`config.mk`:
```
export PLATFORM = sky130hd
export DESIGN_NAME = lsd_drive
export DESIGN_NICKNAME = d
export VERILOG_FILES = /design/src/design/lsd_pkg.sv /design/src/design/lsd_drive.sv
export SDC_FILE = /design/constraint.sdc
export NUM_CORES = 1
export LEC_CHECK = 0
export BUFFER_PORTS_ARGS = -buffer_cell sky130_fd_sc_hd__buf_4
export CAP_MARGIN = 0
export CORE_MARGIN = 2
export CORE_UTILIZATION = 38
export CTS_CLUSTER_SIZE = 8
export DETAILED_ROUTE_END_ITERATION = 6
export PLACE_DENSITY = 0.73
export SLEW_MARGIN = 20
export SYNTH_ARGS = -nofsm -noshare
export SYNTH_HDL_FRONTEND = slang
export SYNTH_SLANG_ARGS = --single-unit
```
`constraint.sdc`:
```
create_clock -name clk -period 2 [get_ports clk]
set_input_delay 0.4 -clock clk [delete_from_list [all_inputs] [get_ports clk]]
set_output_delay 0.4 -clock clk [all_outputs]
set_load 0.01 [all_outputs]
```
`src/design/lsd_pkg.sv`:
```
// package for the segment lcd drive controller: field positions, codes, levels
// assumes one 125 MHz clock domain and synchronous active-low reset
package lsd_pkg;

  // ****************************************************************
  // mode register fields, plus the output enable bit of the segment enable register
  // ****************************************************************
  localparam int DUTY_LO    = 0;
  localparam int DUTY_HI    = 1;
  localparam int BIAS_BIT   = 2;
  localparam int MULT_BIT   = 4;
  localparam int DIV_LO     = 5;
  localparam int DIV_HI     = 6;
  localparam int SRC_BIT    = 7;
  localparam int OUTEN_BIT  = 6;

  localparam logic [7:0] MODE_RST  = 8'h00;
  localparam logic [7:0] SEGEN_RST = 8'h00;

  // ****************************************************************
  // geometry
  // ****************************************************************
  localparam int NUM_COM     = 4;
  localparam int NUM_SEG     = 40;
  localparam int RAM_BYTES   = 20;
  localparam logic [7:0] RAM_BASE = 8'h40;
  localparam logic [7:0] RAM_LAST = 8'h53;
  localparam int SEG_OUT_LO  = 18;
  localparam int SEG_IO_LO   = 26;
  localparam int SEG_PULL_LO = 34;

  // duty codes
  localparam logic [1:0] DUTY_RSV = 2'h0;
  localparam logic [1:0] DUTY_2   = 2'h1;
  localparam logic [1:0] DUTY_3   = 2'h2;
  localparam logic [1:0] DUTY_4   = 2'h3;

  // drive levels; vHigh is also the supply level used at reset
  typedef enum logic [2:0] {
    LV_GND  = 3'h0,
    LV_LOW  = 3'h1,
    LV_MID  = 3'h2,
    LV_HIGH = 3'h3,
    LV_OPEN = 3'h4
  } lsd_level_t;

  // divider ratios selected by mode bits 6:5 (prescale counts)
  localparam logic [7:0] DIV_R0 = 8'h01;
  localparam logic [7:0] DIV_R1 = 8'h02;
  localparam logic [7:0] DIV_R2 = 8'h04;
  localparam logic [7:0] DIV_R3 = 8'h08;

  typedef struct packed {
    logic [1:0] duty;
    logic       thirdBias;
    logic       multEn;
    logic [1:0] divSel;
    logic       srcSel;
  } lsd_mode_t;

endpackage

```
`src/design/lsd_drive.sv`:
```
// segment lcd drive controller: commons, segments, supply control
// assumes two count-source tick inputs sync to clk and a byte write port to ram
`timescale 1ns/1ps
module lsd_drive
  import lsd_pkg::*;
(
  // clock and reset
  input  wire logic                  clk,
  input  wire logic                  reset_n,
  // register writes
  input  wire logic                  modeWr,
  input  wire logic [7:0]            modeData,
  input  wire logic                  segEnWr,
  input  wire logic [7:0]            segEnData,
  input  wire logic                  ramWr,
  input  wire logic [7:0]            ramAddr,
  input  wire logic [7:0]            ramData,
  // count sources (one-cycle ticks)
  input  wire logic                  srcTickA,
  input  wire logic                  srcTickB,
  // status and supply control
  output logic [7:0]                 modeOut,
  output logic [7:0]                 segEnOut,
  output logic                       multiplierOn,
  output logic                       highTiedToSupply,
  output logic                       lcd_drive_clock,
  output logic [1:0]                 activeCommon,
  // pins
  output lsd_level_t                 commonLevel [NUM_COM],
  output lsd_level_t                 segLevel [NUM_SEG],
  output logic [NUM_SEG-1:0]         segPullUp
);

  // ****************************************************************
  // decode helpers
  // ****************************************************************
  function automatic logic [2:0] lastCom(input logic [1:0] d);
    case (d)
      DUTY_2:  lastCom = 3'h1;
      DUTY_3:  lastCom = 3'h2;
      DUTY_4:  lastCom = 3'h3;
      default: lastCom = 3'h0;
    endcase
  endfunction

  function automatic logic [7:0] divRatio(input logic [1:0] s);
    case (s)
      2'h0:    divRatio = DIV_R0;
      2'h1:    divRatio = DIV_R1;
      2'h2:    divRatio = DIV_R2;
      default: divRatio = DIV_R3;
    endcase
  endfunction

  // ****************************************************************
  // registers and display ram
  // ****************************************************************
  logic [7:0] modeReg, modeNext, segEnReg, segEnNext;
  logic [7:0] ramReg [RAM_BYTES];
  logic [7:0] ramNext [RAM_BYTES];
  lsd_mode_t  m;
  logic       multReg, multNext, tieReg, tieNext;

  always_comb begin
    modeNext  = modeWr ? modeData : modeReg;
    segEnNext = segEnWr ? segEnData : segEnReg;
    // multiplier needs the output enable: a wrong software order cannot start it
    multNext  = modeNext[MULT_BIT] & segEnNext[OUTEN_BIT];
    tieNext   = ~segEnNext[OUTEN_BIT];
    for (int i = 0; i < RAM_BYTES; i++) begin
      ramNext[i] = ramReg[i];
    end
    // window 0x40..0x53, others ignored
    if (ramWr && ramAddr >= RAM_BASE && ramAddr <= RAM_LAST) begin
      ramNext[5'(ramAddr - RAM_BASE)] = ramData;
    end
  end

  always_ff @(posedge clk) begin
    if (!reset_n) begin
      modeReg  <= MODE_RST;
      segEnReg <= SEGEN_RST;
      multReg  <= MODE_RST[MULT_BIT] & SEGEN_RST[OUTEN_BIT];
      tieReg   <= ~SEGEN_RST[OUTEN_BIT];
    end else begin
      modeReg  <= modeNext;
      segEnReg <= segEnNext;
      multReg  <= multNext;
      tieReg   <= tieNext;
    end
    ramReg <= ramNext;
  end

  assign m = '{duty: modeReg[DUTY_HI:DUTY_LO], thirdBias: modeReg[BIAS_BIT],
               multEn: modeReg[MULT_BIT], divSel: modeReg[DIV_HI:DIV_LO],
               srcSel: modeReg[SRC_BIT]};

  wire logic outEn = segEnReg[OUTEN_BIT];

  // ****************************************************************
  // drive clock and common scan
  // ****************************************************************
  typedef enum logic [1:0] { ST_IDLE = 2'b01, ST_SCAN = 2'b10 } lsd_state_t;
  lsd_state_t stReg, stNext;
  logic [7:0] divReg, divNext;
  logic [1:0] comReg, comNext;
  logic       tickReg, tickNext, phaseReg, phaseNext;

  always_comb begin
    logic srcTick;
    logic scan;
    srcTick  = m.srcSel ? srcTickB : srcTickA;
    scan     = 1'b0;
    stNext   = stReg;
    divNext  = divReg;
    comNext  = comReg;
    tickNext = 1'b0;
    phaseNext = phaseReg;
    case (stReg)
      ST_IDLE: begin
        divNext = 8'h00;
        comNext = 2'h0;
        if (outEn && m.duty != DUTY_RSV) begin
          stNext = ST_SCAN;
        end
      end
      ST_SCAN: begin
        scan = 1'b1;
        if (!outEn || m.duty == DUTY_RSV) begin
          stNext = ST_IDLE;
        end
      end
      default: stNext = ST_IDLE;
    endcase
    if (scan && srcTick) begin
      if (divReg + 8'h01 >= divRatio(m.divSel)) begin
        divNext  = 8'h00;
        tickNext = 1'b1;
        // step commons, wrap after last active
        if ({1'b0, comReg} >= lastCom(m.duty)) begin
          comNext   = 2'h0;
          phaseNext = ~phaseReg;
        end else begin
          comNext = comReg + 2'h1;
        end
      end else begin
        divNext = divReg + 8'h01;
      end
    end
  end

  always_ff @(posedge clk) begin
    if (!reset_n) begin
      stReg    <= ST_IDLE;
      divReg   <= 8'h00;
      comReg   <= 2'h0;
      tickReg  <= 1'b0;
      phaseReg <= 1'b0;
    end else begin
      stReg    <= stNext;
      divReg   <= divNext;
      comReg   <= comNext;
      tickReg  <= tickNext;
      phaseReg <= phaseNext;
    end
  end

  // ****************************************************************
  // pin levels
  // ****************************************************************
  lsd_level_t comNextLv [NUM_COM];
  lsd_level_t segNextLv [NUM_SEG];
  lsd_level_t comLvReg [NUM_COM];
  lsd_level_t segLvReg [NUM_SEG];
  // pull-ups only on the upper io-shared lines while idle
  localparam logic [NUM_SEG-1:0] PULL_IDLE =
    {{(NUM_SEG-SEG_PULL_LO){1'h1}}, {SEG_PULL_LO{1'h0}}};
  logic [NUM_SEG-1:0] pullNext, pullReg;
  wire logic running = (stReg == ST_SCAN);
  // half bias: mid and low are the same supply, only mid is used
  wire lsd_level_t selHi  = phaseReg ? LV_GND : LV_HIGH;
  wire lsd_level_t selLo  = phaseReg ? LV_HIGH : LV_GND;
  wire lsd_level_t nselC  = m.thirdBias ? (phaseReg ? LV_MID : LV_LOW) : LV_MID;
  wire lsd_level_t nselS  = m.thirdBias ? (phaseReg ? LV_LOW : LV_MID) : LV_MID;

  genvar g;
  generate
    for (g = 0; g < NUM_COM; g++) begin : gCom
      always_comb begin
        if (!running) begin
          comNextLv[g] = LV_HIGH;
        end else if (g > lastCom(m.duty)) begin
          comNextLv[g] = LV_OPEN;
        end else begin
          comNextLv[g] = (comReg == 2'(g)) ? selHi : nselC;
        end
      end
    end
    for (g = 0; g < NUM_SEG; g++) begin : gSeg
      always_comb begin
        logic on;
        on = ramReg[g/2][(g%2)*4 + int'(comReg)];
        pullNext[g] = (g >= SEG_PULL_LO) && !running;
        if (running) begin
          segNextLv[g] = on ? selLo : nselS;
        end else if (g < SEG_OUT_LO) begin
          segNextLv[g] = LV_HIGH;
        end else begin
          segNextLv[g] = LV_OPEN;
        end
      end
    end
  endgenerate

  always_ff @(posedge clk) begin
    if (!reset_n) begin
      for (int i = 0; i < NUM_COM; i++) begin
        comLvReg[i] <= LV_HIGH;
      end
      for (int i = 0; i < NUM_SEG; i++) begin
        segLvReg[i] <= (i < SEG_OUT_LO) ? LV_HIGH : LV_OPEN;
      end
      pullReg <= PULL_IDLE;
    end else begin
      comLvReg <= comNextLv;
      segLvReg <= segNextLv;
      pullReg  <= pullNext;
    end
  end

  assign commonLevel      = comLvReg;
  assign segLevel         = segLvReg;
  assign segPullUp        = pullReg;
  assign modeOut          = modeReg;
  assign segEnOut         = segEnReg;
  // multiplier only runs once outputs are enabled, guarding a bad order
  assign multiplierOn     = multReg;
  assign highTiedToSupply = tieReg;
  assign lcd_drive_clock  = tickReg;
  assign activeCommon     = comReg;

  // ****************************************************************
  // checks
  // ****************************************************************
  unused_com_a: assert property (@(posedge clk) disable iff (!reset_n)
    running && m.duty == DUTY_2 && $stable(modeReg) |=> comLvReg[3] == LV_OPEN)
    else $error("unused common driven");
  reserved_duty_a: assert property (@(posedge clk) disable iff (!reset_n)
    (m.duty == DUTY_RSV) [*2] |=> comLvReg[0] == LV_HIGH)
    else $error("reserved duty not idle");
  supply_tie_a: assert property (@(posedge clk) disable iff (!reset_n)
    !segEnReg[OUTEN_BIT] |-> highTiedToSupply)
    else $error("high level not tied");
  com_wrap_a: assert property (@(posedge clk) disable iff (!reset_n)
    tickReg |-> {1'b0, comReg} <= lastCom(m.duty) || $changed(modeReg))
    else $error("common beyond last");
  mult_gate_a: assert property (@(posedge clk) disable iff (!reset_n)
    multiplierOn |-> segEnReg[OUTEN_BIT] && modeReg[MULT_BIT])
    else $error("multiplier without output enable");
  scan_stop_a: assert property (@(posedge clk) disable iff (!reset_n)
    !outEn |=> !running)
    else $error("scan kept running without enable");
  // pin levels are registered, so they follow the deciding state one cycle later
  pull_idle_a: assert property (@(posedge clk) disable iff (!reset_n)
    !running |=> pullReg == PULL_IDLE)
    else $error("idle pull-ups wrong");
  seg_idle_a: assert property (@(posedge clk) disable iff (!reset_n)
    !running |=> segLvReg[0] == LV_HIGH && segLvReg[SEG_OUT_LO] == LV_OPEN)
    else $error("idle segment levels wrong");
  duty_three_a: assert property (@(posedge clk) disable iff (!reset_n)
    running && m.duty == DUTY_3 |=> comLvReg[2] != LV_OPEN && comLvReg[3] == LV_OPEN)
    else $error("duty three commons wrong");
  duty_four_a: assert property (@(posedge clk) disable iff (!reset_n)
    running && m.duty == DUTY_4 |=> comLvReg[3] != LV_OPEN)
    else $error("duty four common open");
  // half bias shares one level for both middle supplies
  half_bias_a: assert property (@(posedge clk) disable iff (!reset_n)
    running && !m.thirdBias |=> comLvReg[0] != LV_LOW && segLvReg[0] != LV_LOW)
    else $error("low level used at half bias");
endmodule

```
=== Word level (Yosys, flattened, before mapping) ===
Cells that the tools add are included.

* $add $sub $neg: 4
* Order comparisons: 11
* Equal/unequal tests: 12
* Mux-type cells: 177
* Bitwise gates (word level): 4
* Reductions and logical operators: 17

{| class="wikitable"
|+ Operator list
! kind !! count
|-
| bitwise mux 160 bit || 1
|-
| two-way mux 2 bit || 56
|-
| two-way mux 1 bit || 63
|-
| binary-select mux 1 bit (select 3 bit) || 20
|-
| binary-select mux 1 bit (select 2 bit) || 20
|-
| demux 8 bit (select 5 bit) || 1
|-
| two-way mux 8 bit || 5
|-
| two-way mux 3 bit || 6
|-
| == test 2 bit, second input constant || 6
|-
| one-hot mux 4 bit (3 select lines) || 1
|-
| adder 8 x 1 -> 8 bit, second input constant || 1
|-
| == test 2 x 1 -> 1 bit, second input constant || 4
|-
| greater-or-equal comparator 8 x 7 -> 1 bit, second input constant || 1
|-
| greater-or-equal comparator 8 bit || 1
|-
| less-or-equal comparator 8 x 7 -> 1 bit, second input constant || 1
|-
| two-way mux 7 bit || 1
|-
| greater-or-equal comparator 6 bit, second input constant || 1
|-
| greater-than comparator 2 x 3 -> 1 bit, first input constant || 2
|-
| logical NOT 2 bit || 3
|-
| < comparator 6 x 1 -> 1 bit, second input constant || 1
|-
| NOT 5 -> 6 bit || 1
|-
| one-hot mux 2 bit (3 select lines) || 1
|-
| AND reduction 2 bit || 3
|-
| logical AND 1 bit || 5
|-
| 17 further kinds || 20
|}

* Flip-flop bits (word level): 359
* Input port bits: 39
* Output and inout bits: 193
* Logic and storage cells: 302

=== Logic depth before layout (Yosys ltp) ===
* Word-level depth: 11
* Gate-level depth with buffers: 9
* Gate-level depth less buffers: 8

=== Worst setup path after synthesis ===
No wires, ideal clock.

* Path type: register to register
* From: register divReg[0]
* To: register divReg[1]
* Setup time: 0.061 ns
* Data arrival time: 2.127 ns
* Required time: 1.939 ns
* Slack: -0.188 ns
* Stages on the path, launching flop included: 9
* Path buffers: 0
* Clock period less this slack: 2.188 ns
* Cells stage by stage: dfxtp_1 > ha_1 > and2b_1 > or2_2 > ha_1 > o21a_1 > a211oi_4 > and2_4 > a32o_1

* Longest elaborated chain between the ends: 4

{| class="wikitable"
|+ RTL lines
! element !! RTL line !! source
|-
| from (decl) || lsd_drive.sv:105 || <nowiki>logic [7:0] divReg, divNext;</nowiki>
|-
| from (signal assigned) || lsd_drive.sv:161 || <nowiki>divReg <= divNext;</nowiki>
|-
| adder 8 x 1 -> 8 bit (*) || lsd_drive.sv:136, lsd_drive.sv:147 ||
|-
| greater-or-equal comparator 8 bit || lsd_drive.sv:136 || <nowiki>if (divReg + 8'h01 >= divRatio(m.divSel)) begin</nowiki>
|-
| two-way mux 8 bit (*) || lsd_drive.sv:136 ||
|-
| two-way mux 8 bit (*) || lsd_drive.sv:135 || <nowiki>if (scan && srcTick) begin</nowiki>
|}

Every way passes the cells marked *; elsewhere a longest branch is shown, timed or not.
A chain may end at the register's enable or synchronous reset.

=== Final worst setup path ===
* From: register divReg[1]
* To: register comReg[0], in the netlist activeCommon[0]

* Longest elaborated chain between the ends: 4

{| class="wikitable"
|+ RTL lines
! element !! RTL line !! source
|-
| adder 8 x 1 -> 8 bit || lsd_drive.sv:136 ||
|-
| greater-or-equal comparator 8 bit || lsd_drive.sv:136 ||
|-
| two-way mux 2 bit || lsd_drive.sv:136 ||
|-
| two-way mux 2 bit || lsd_drive.sv:135 ||
|-
| to (signal assigned) || lsd_drive.sv:162 || <nowiki>comReg <= comNext;</nowiki>
|-
| to (decl) || lsd_drive.sv:106 || <nowiki>logic [1:0] comReg, comNext;</nowiki>
|}

Every way passes these cells.

==> summary.md <==
| Metric | Value |
|---|---|
| Status | finished with violations |
| Violations in the final reports | negative setup slack |
| Setup crit end kind | flop |
| Count of final setup violators | 2 |
| Slew at the pin closest to its max-slew limit | about 0.52 ns |
| Portion of synthesized cell area occupied by the leading cell type | 44.03% |
| Cell type with the highest aggregate area in the netlist | sky130_fd_sc_hd__edfxtp_1 |
| Ports placed on the boundary | between 200 and 250 |
| Most used DFF post-synth | sky130_fd_sc_hd__edfxtp_1 |
| Depth of the worst register-to-register path | 9 |
| Dominant cells by area after synthesis | sky130_fd_sc_hd__edfxtp_1 44%, sky130_fd_sc_hd__dfxtp_1 23%, sky130_fd_sc_hd__mux4_2 8.3% |
| Post-route non-filler standard cell count | between 1000 and 1500 |
| Post-synthesis sequential element count | between 200 and 300 |
| Antenna violations before repair | 0 |
| Most frequent cells in the layout | 218 x sky130_fd_sc_hd__buf_4, 160 x sky130_fd_sc_hd__edfxtp_1, 121 x sky130_fd_sc_hd__dfxtp_1, 97 x sky130_fd_sc_hd__nor2_1, 78 x sky130_fd_sc_hd__nand2_1 |
| Largest net degree at the start of global routing | 46 |
| Beginning of the worst hold path | modeData[3] |
| Global routing usage summed across all routing layers | between 10% and 20% |
| R2r setup slk | -0.001 ns |
| Count of buffers from port buffering | around 180 |
| Die height | roughly 170 µm |
| Total detailed-routing wirelength | 24690 µm |
| Max Clock Freq | 499.6 MHz |
| Last weighted congestion value of the routability-driven placer | 0.7524 |
| Routed length per placed instance | approximately 18 µm |
| Cell at the root of the clock tree | sky130_fd_sc_hd__clkbuf_16 |
| Number of nets in the finished design | between 1000 and 1500 |
| Share of synthesized flip-flops with an asynchronous set or reset | 0% |
| Syn Inst Count | 798 |
| TritonCTS clock tree | done |
| Global-route wire length before repair | between 30000 and 40000 µm |
| Horizontal die dimension | about 170 µm |
| Die Outline Area | approximately 30000 µm² |
| Critical register-to-register path endpoint | activeCommon[0] |
| Type of origin of the critical path | flop |
| # DRC | 0 |
| Number of cell rows | between 60 and 70 |
| Sink Count | 285 |
| Mean post-synth cell area | between 10 and 15 µm² |
| Netlist area before placement | 10910 µm² |
| Crit path capture | activeCommon[0] |
| Total vias in the final route | approximately 6600 |
| Starting density of the core | roughly two fifths |
| Max-cap violation count | 0 |
| Clock latency of the later-clocked register in the worst-skew pair | between 0.5 and 0.6 ns |
| Number of search-and-repair iterations in the first detailed-routing pass | 5 |
| Finished Core Util | between 40% and 50% |
| Clock transition at the registers of the reported paths | 0.05 ns |
| Number of global-route vias before repair | between 6000 and 7000 |
| Arr. time, crit path | between 2 and 2.5 ns |
| Worst Setup Slack, final | -0.001499 ns |
| Start point of the critical path | divReg[1] |
| Count of flip-flops with a built-in enable after synthesis | 160 |
| Area inside the core boundary | roughly 28000 µm² |
| Critical path start-end classification | reg2reg |
| Total Power Consumption | 12.99 mW |
| Hold WC Path Type | in2reg |
| Area growth, synth to finish | 26.66% |
| Post-route ant nets | 0 |
| Netlist cell types | 50 |
| Leading cell type in the layout, fill and taps excluded | sky130_fd_sc_hd__buf_4 |
| Worst hold margin | ~0.14 ns |
| Data required time of the worst path | around 2.4 ns |
| Minimum clock period | 2.001 ns |
| Peak supply drop | approximately 0.68 mV |
| Slew Limit Headroom | roughly 65% |
| Number of H-tree levels | 2 |
| Setup repair after global routing missed its margin | true |
| Antenna Diode Count | 0 |
| Power density over the cells | about 940 nW/µm² |
| Share of synthesized area occupied by flip-flops and latches | 66.96% |
| Critical R2R Launch | divReg[1] |
| Post-placement cell count | between 1000 and 1500 |
| Number of hold violations in the final report | 0 |
| Avg Vias per Cell | around 4.7 |
| Maximum net fanout on the critical path | 4 |
| Maximum buffer depth of the clock tree | 3 |
| Cts bufs inserted | roughly 40 |
| Residual overflow from global routing | 0 |
| Count of final max-slew check failures | 0 |
| Number of warnings issued by yosys | 0 |
| Fraction of layout instances using a drive strength above 1 | roughly a third |
| Worst-case clock skew | about 0.032 ns |
| Final period util | 100.1% |
| Leakage power figure | 5.185 nW |
| Detail Placement HPWL | 15960 µm |
| Initial detailed-routing violation count | about 540 |
flip-flops by register name (all words and copies together) (netlist names), 2 cells and up:
name and count:
ramReg 160, segLevel 81, commonLevel 11, divReg 8, modeOut 8, segEnOut 8
activeCommon 2, stReg 2
power breakdown:
| group | total, mW | switching (mW) | internal, mW | leakage [nW] |
|---|---|---|---|---|
| Sequential | 6.23 | 0.0131 | 6.22 | 2.45 |
| Combinational | 0.379 | 0.238 | 0.141 | 2.16 |
| Clock | 6.38 | 2.50 | 3.89 | 0.576 |
critical path: stages, from the launching register on:
cell	delay (ns)
sky130_fd_sc_hd__dfxtp_2	0.33
sky130_fd_sc_hd__ha_4	0.16
sky130_fd_sc_hd__and2b_1	0.16
sky130_fd_sc_hd__or2_4	0.23
sky130_fd_sc_hd__ha_4	0.20
sky130_fd_sc_hd__o21a_1	0.19
sky130_fd_sc_hd__a211oi_4	0.27
sky130_fd_sc_hd__buf_6	0.15
sky130_fd_sc_hd__a21boi_2	0.06
sky130_fd_sc_hd__mux2i_1	0.12
Yosys cell counts, types with 2 or more instances:
master / n
sky130_fd_sc_hd__a211oi_1: 22
sky130_fd_sc_hd__a21oi_1: 4
sky130_fd_sc_hd__a32o_1: 2
sky130_fd_sc_hd__and2_1: 5
sky130_fd_sc_hd__buf_1: 6
sky130_fd_sc_hd__buf_2: 7
sky130_fd_sc_hd__buf_4: 81
sky130_fd_sc_hd__buf_6: 2
sky130_fd_sc_hd__clkbuf_1: 23
sky130_fd_sc_hd__dfxtp_1: 125
sky130_fd_sc_hd__edfxtp_1: 160
sky130_fd_sc_hd__ha_1: 11
sky130_fd_sc_hd__inv_1: 6
sky130_fd_sc_hd__mux2i_1: 19
sky130_fd_sc_hd__mux4_2: 40
sky130_fd_sc_hd__nand2_1: 78
sky130_fd_sc_hd__nand2b_1: 7
sky130_fd_sc_hd__nand3_1: 8
sky130_fd_sc_hd__nand4_1: 2
sky130_fd_sc_hd__nor2_1: 97
sky130_fd_sc_hd__nor2b_1: 17
sky130_fd_sc_hd__nor3_1: 2
sky130_fd_sc_hd__o21ai_0: 44
sky130_fd_sc_hd__or3_1: 2
sky130_fd_sc_hd__or3b_2: 2
sky130_fd_sc_hd__xnor2_1: 2
kinds of logic (layout without fill, tap and decap cells):
group / count (synthesis) / count (layout) / share of synthesized area [%]
fa+ha+maj: 11 / 11 / 1.261
simple gates: 229 / 229 / 9.208
xor+xnor: 2 / 2 / 0.1606
buf+inv: 127 / 302 / 7.373
flops: 285 / 285 / 66.96
mux: 60 / 60 / 10.10
other cells: 1 / 53 / 0.03437
compound gates: 83 / 83 / 4.896
worst min-delay path by stage:
stage	to	slack, ns	cells after the start
after floorplan	divReg[2]	0.46	2
after global placement	divReg[5]	0.49	1
after detailed placement	divReg[5]	0.49	1
after CTS	segEnOut[1]	0.12	3
after global routing	modeOut[3]	0.14	3
final	modeOut[3]	0.14	3
layer usage:
| layer | routed length, µm | track usage [%] |
|---|---|---|
| met1 | 10030 | 20.61 |
| met2 | 12320 | 28.07 |
| met3 | 1716 | 3.377 |
| met4 | 620 | 5.685 |
| met5 | 0 | 0 |
area by class of cell:
class	count	area, µm²
fill	2427	14650
sequential	285	7312
timing repair buffer	224	1748
tap	384	480.5
clock buffer	67	1134
inverter	8	30.03
multi-input combinational	438	3027
clock inverter	3	90.09
metrics by stage:
step	worst slack, ns	TNS (ns)	area, µm²
floorplan	0.01309	0	11140
global placement	-0.09095	-7.862	12570
detailed placement	-0.1113	-9.118	12570
CTS	0.001544	0	13810
global route	-0.07507	-0.3147	13820
finish	-0.001499	-0.002661	13820
repair_timing:
| action | in CTS | in global routing |
|---|---|---|
| endpoints found under the setup margin | 7 | 7 |
| endpoints found under the hold margin | 0 | 0 |
| buffers inserted | 1 | 1 |
| pin swaps | 2 | 3 |
| resized for setup | 2 | 1 |
| hold buffers | 0 | 0 |
No activity file was read; power rests on OpenSTA's default activity.
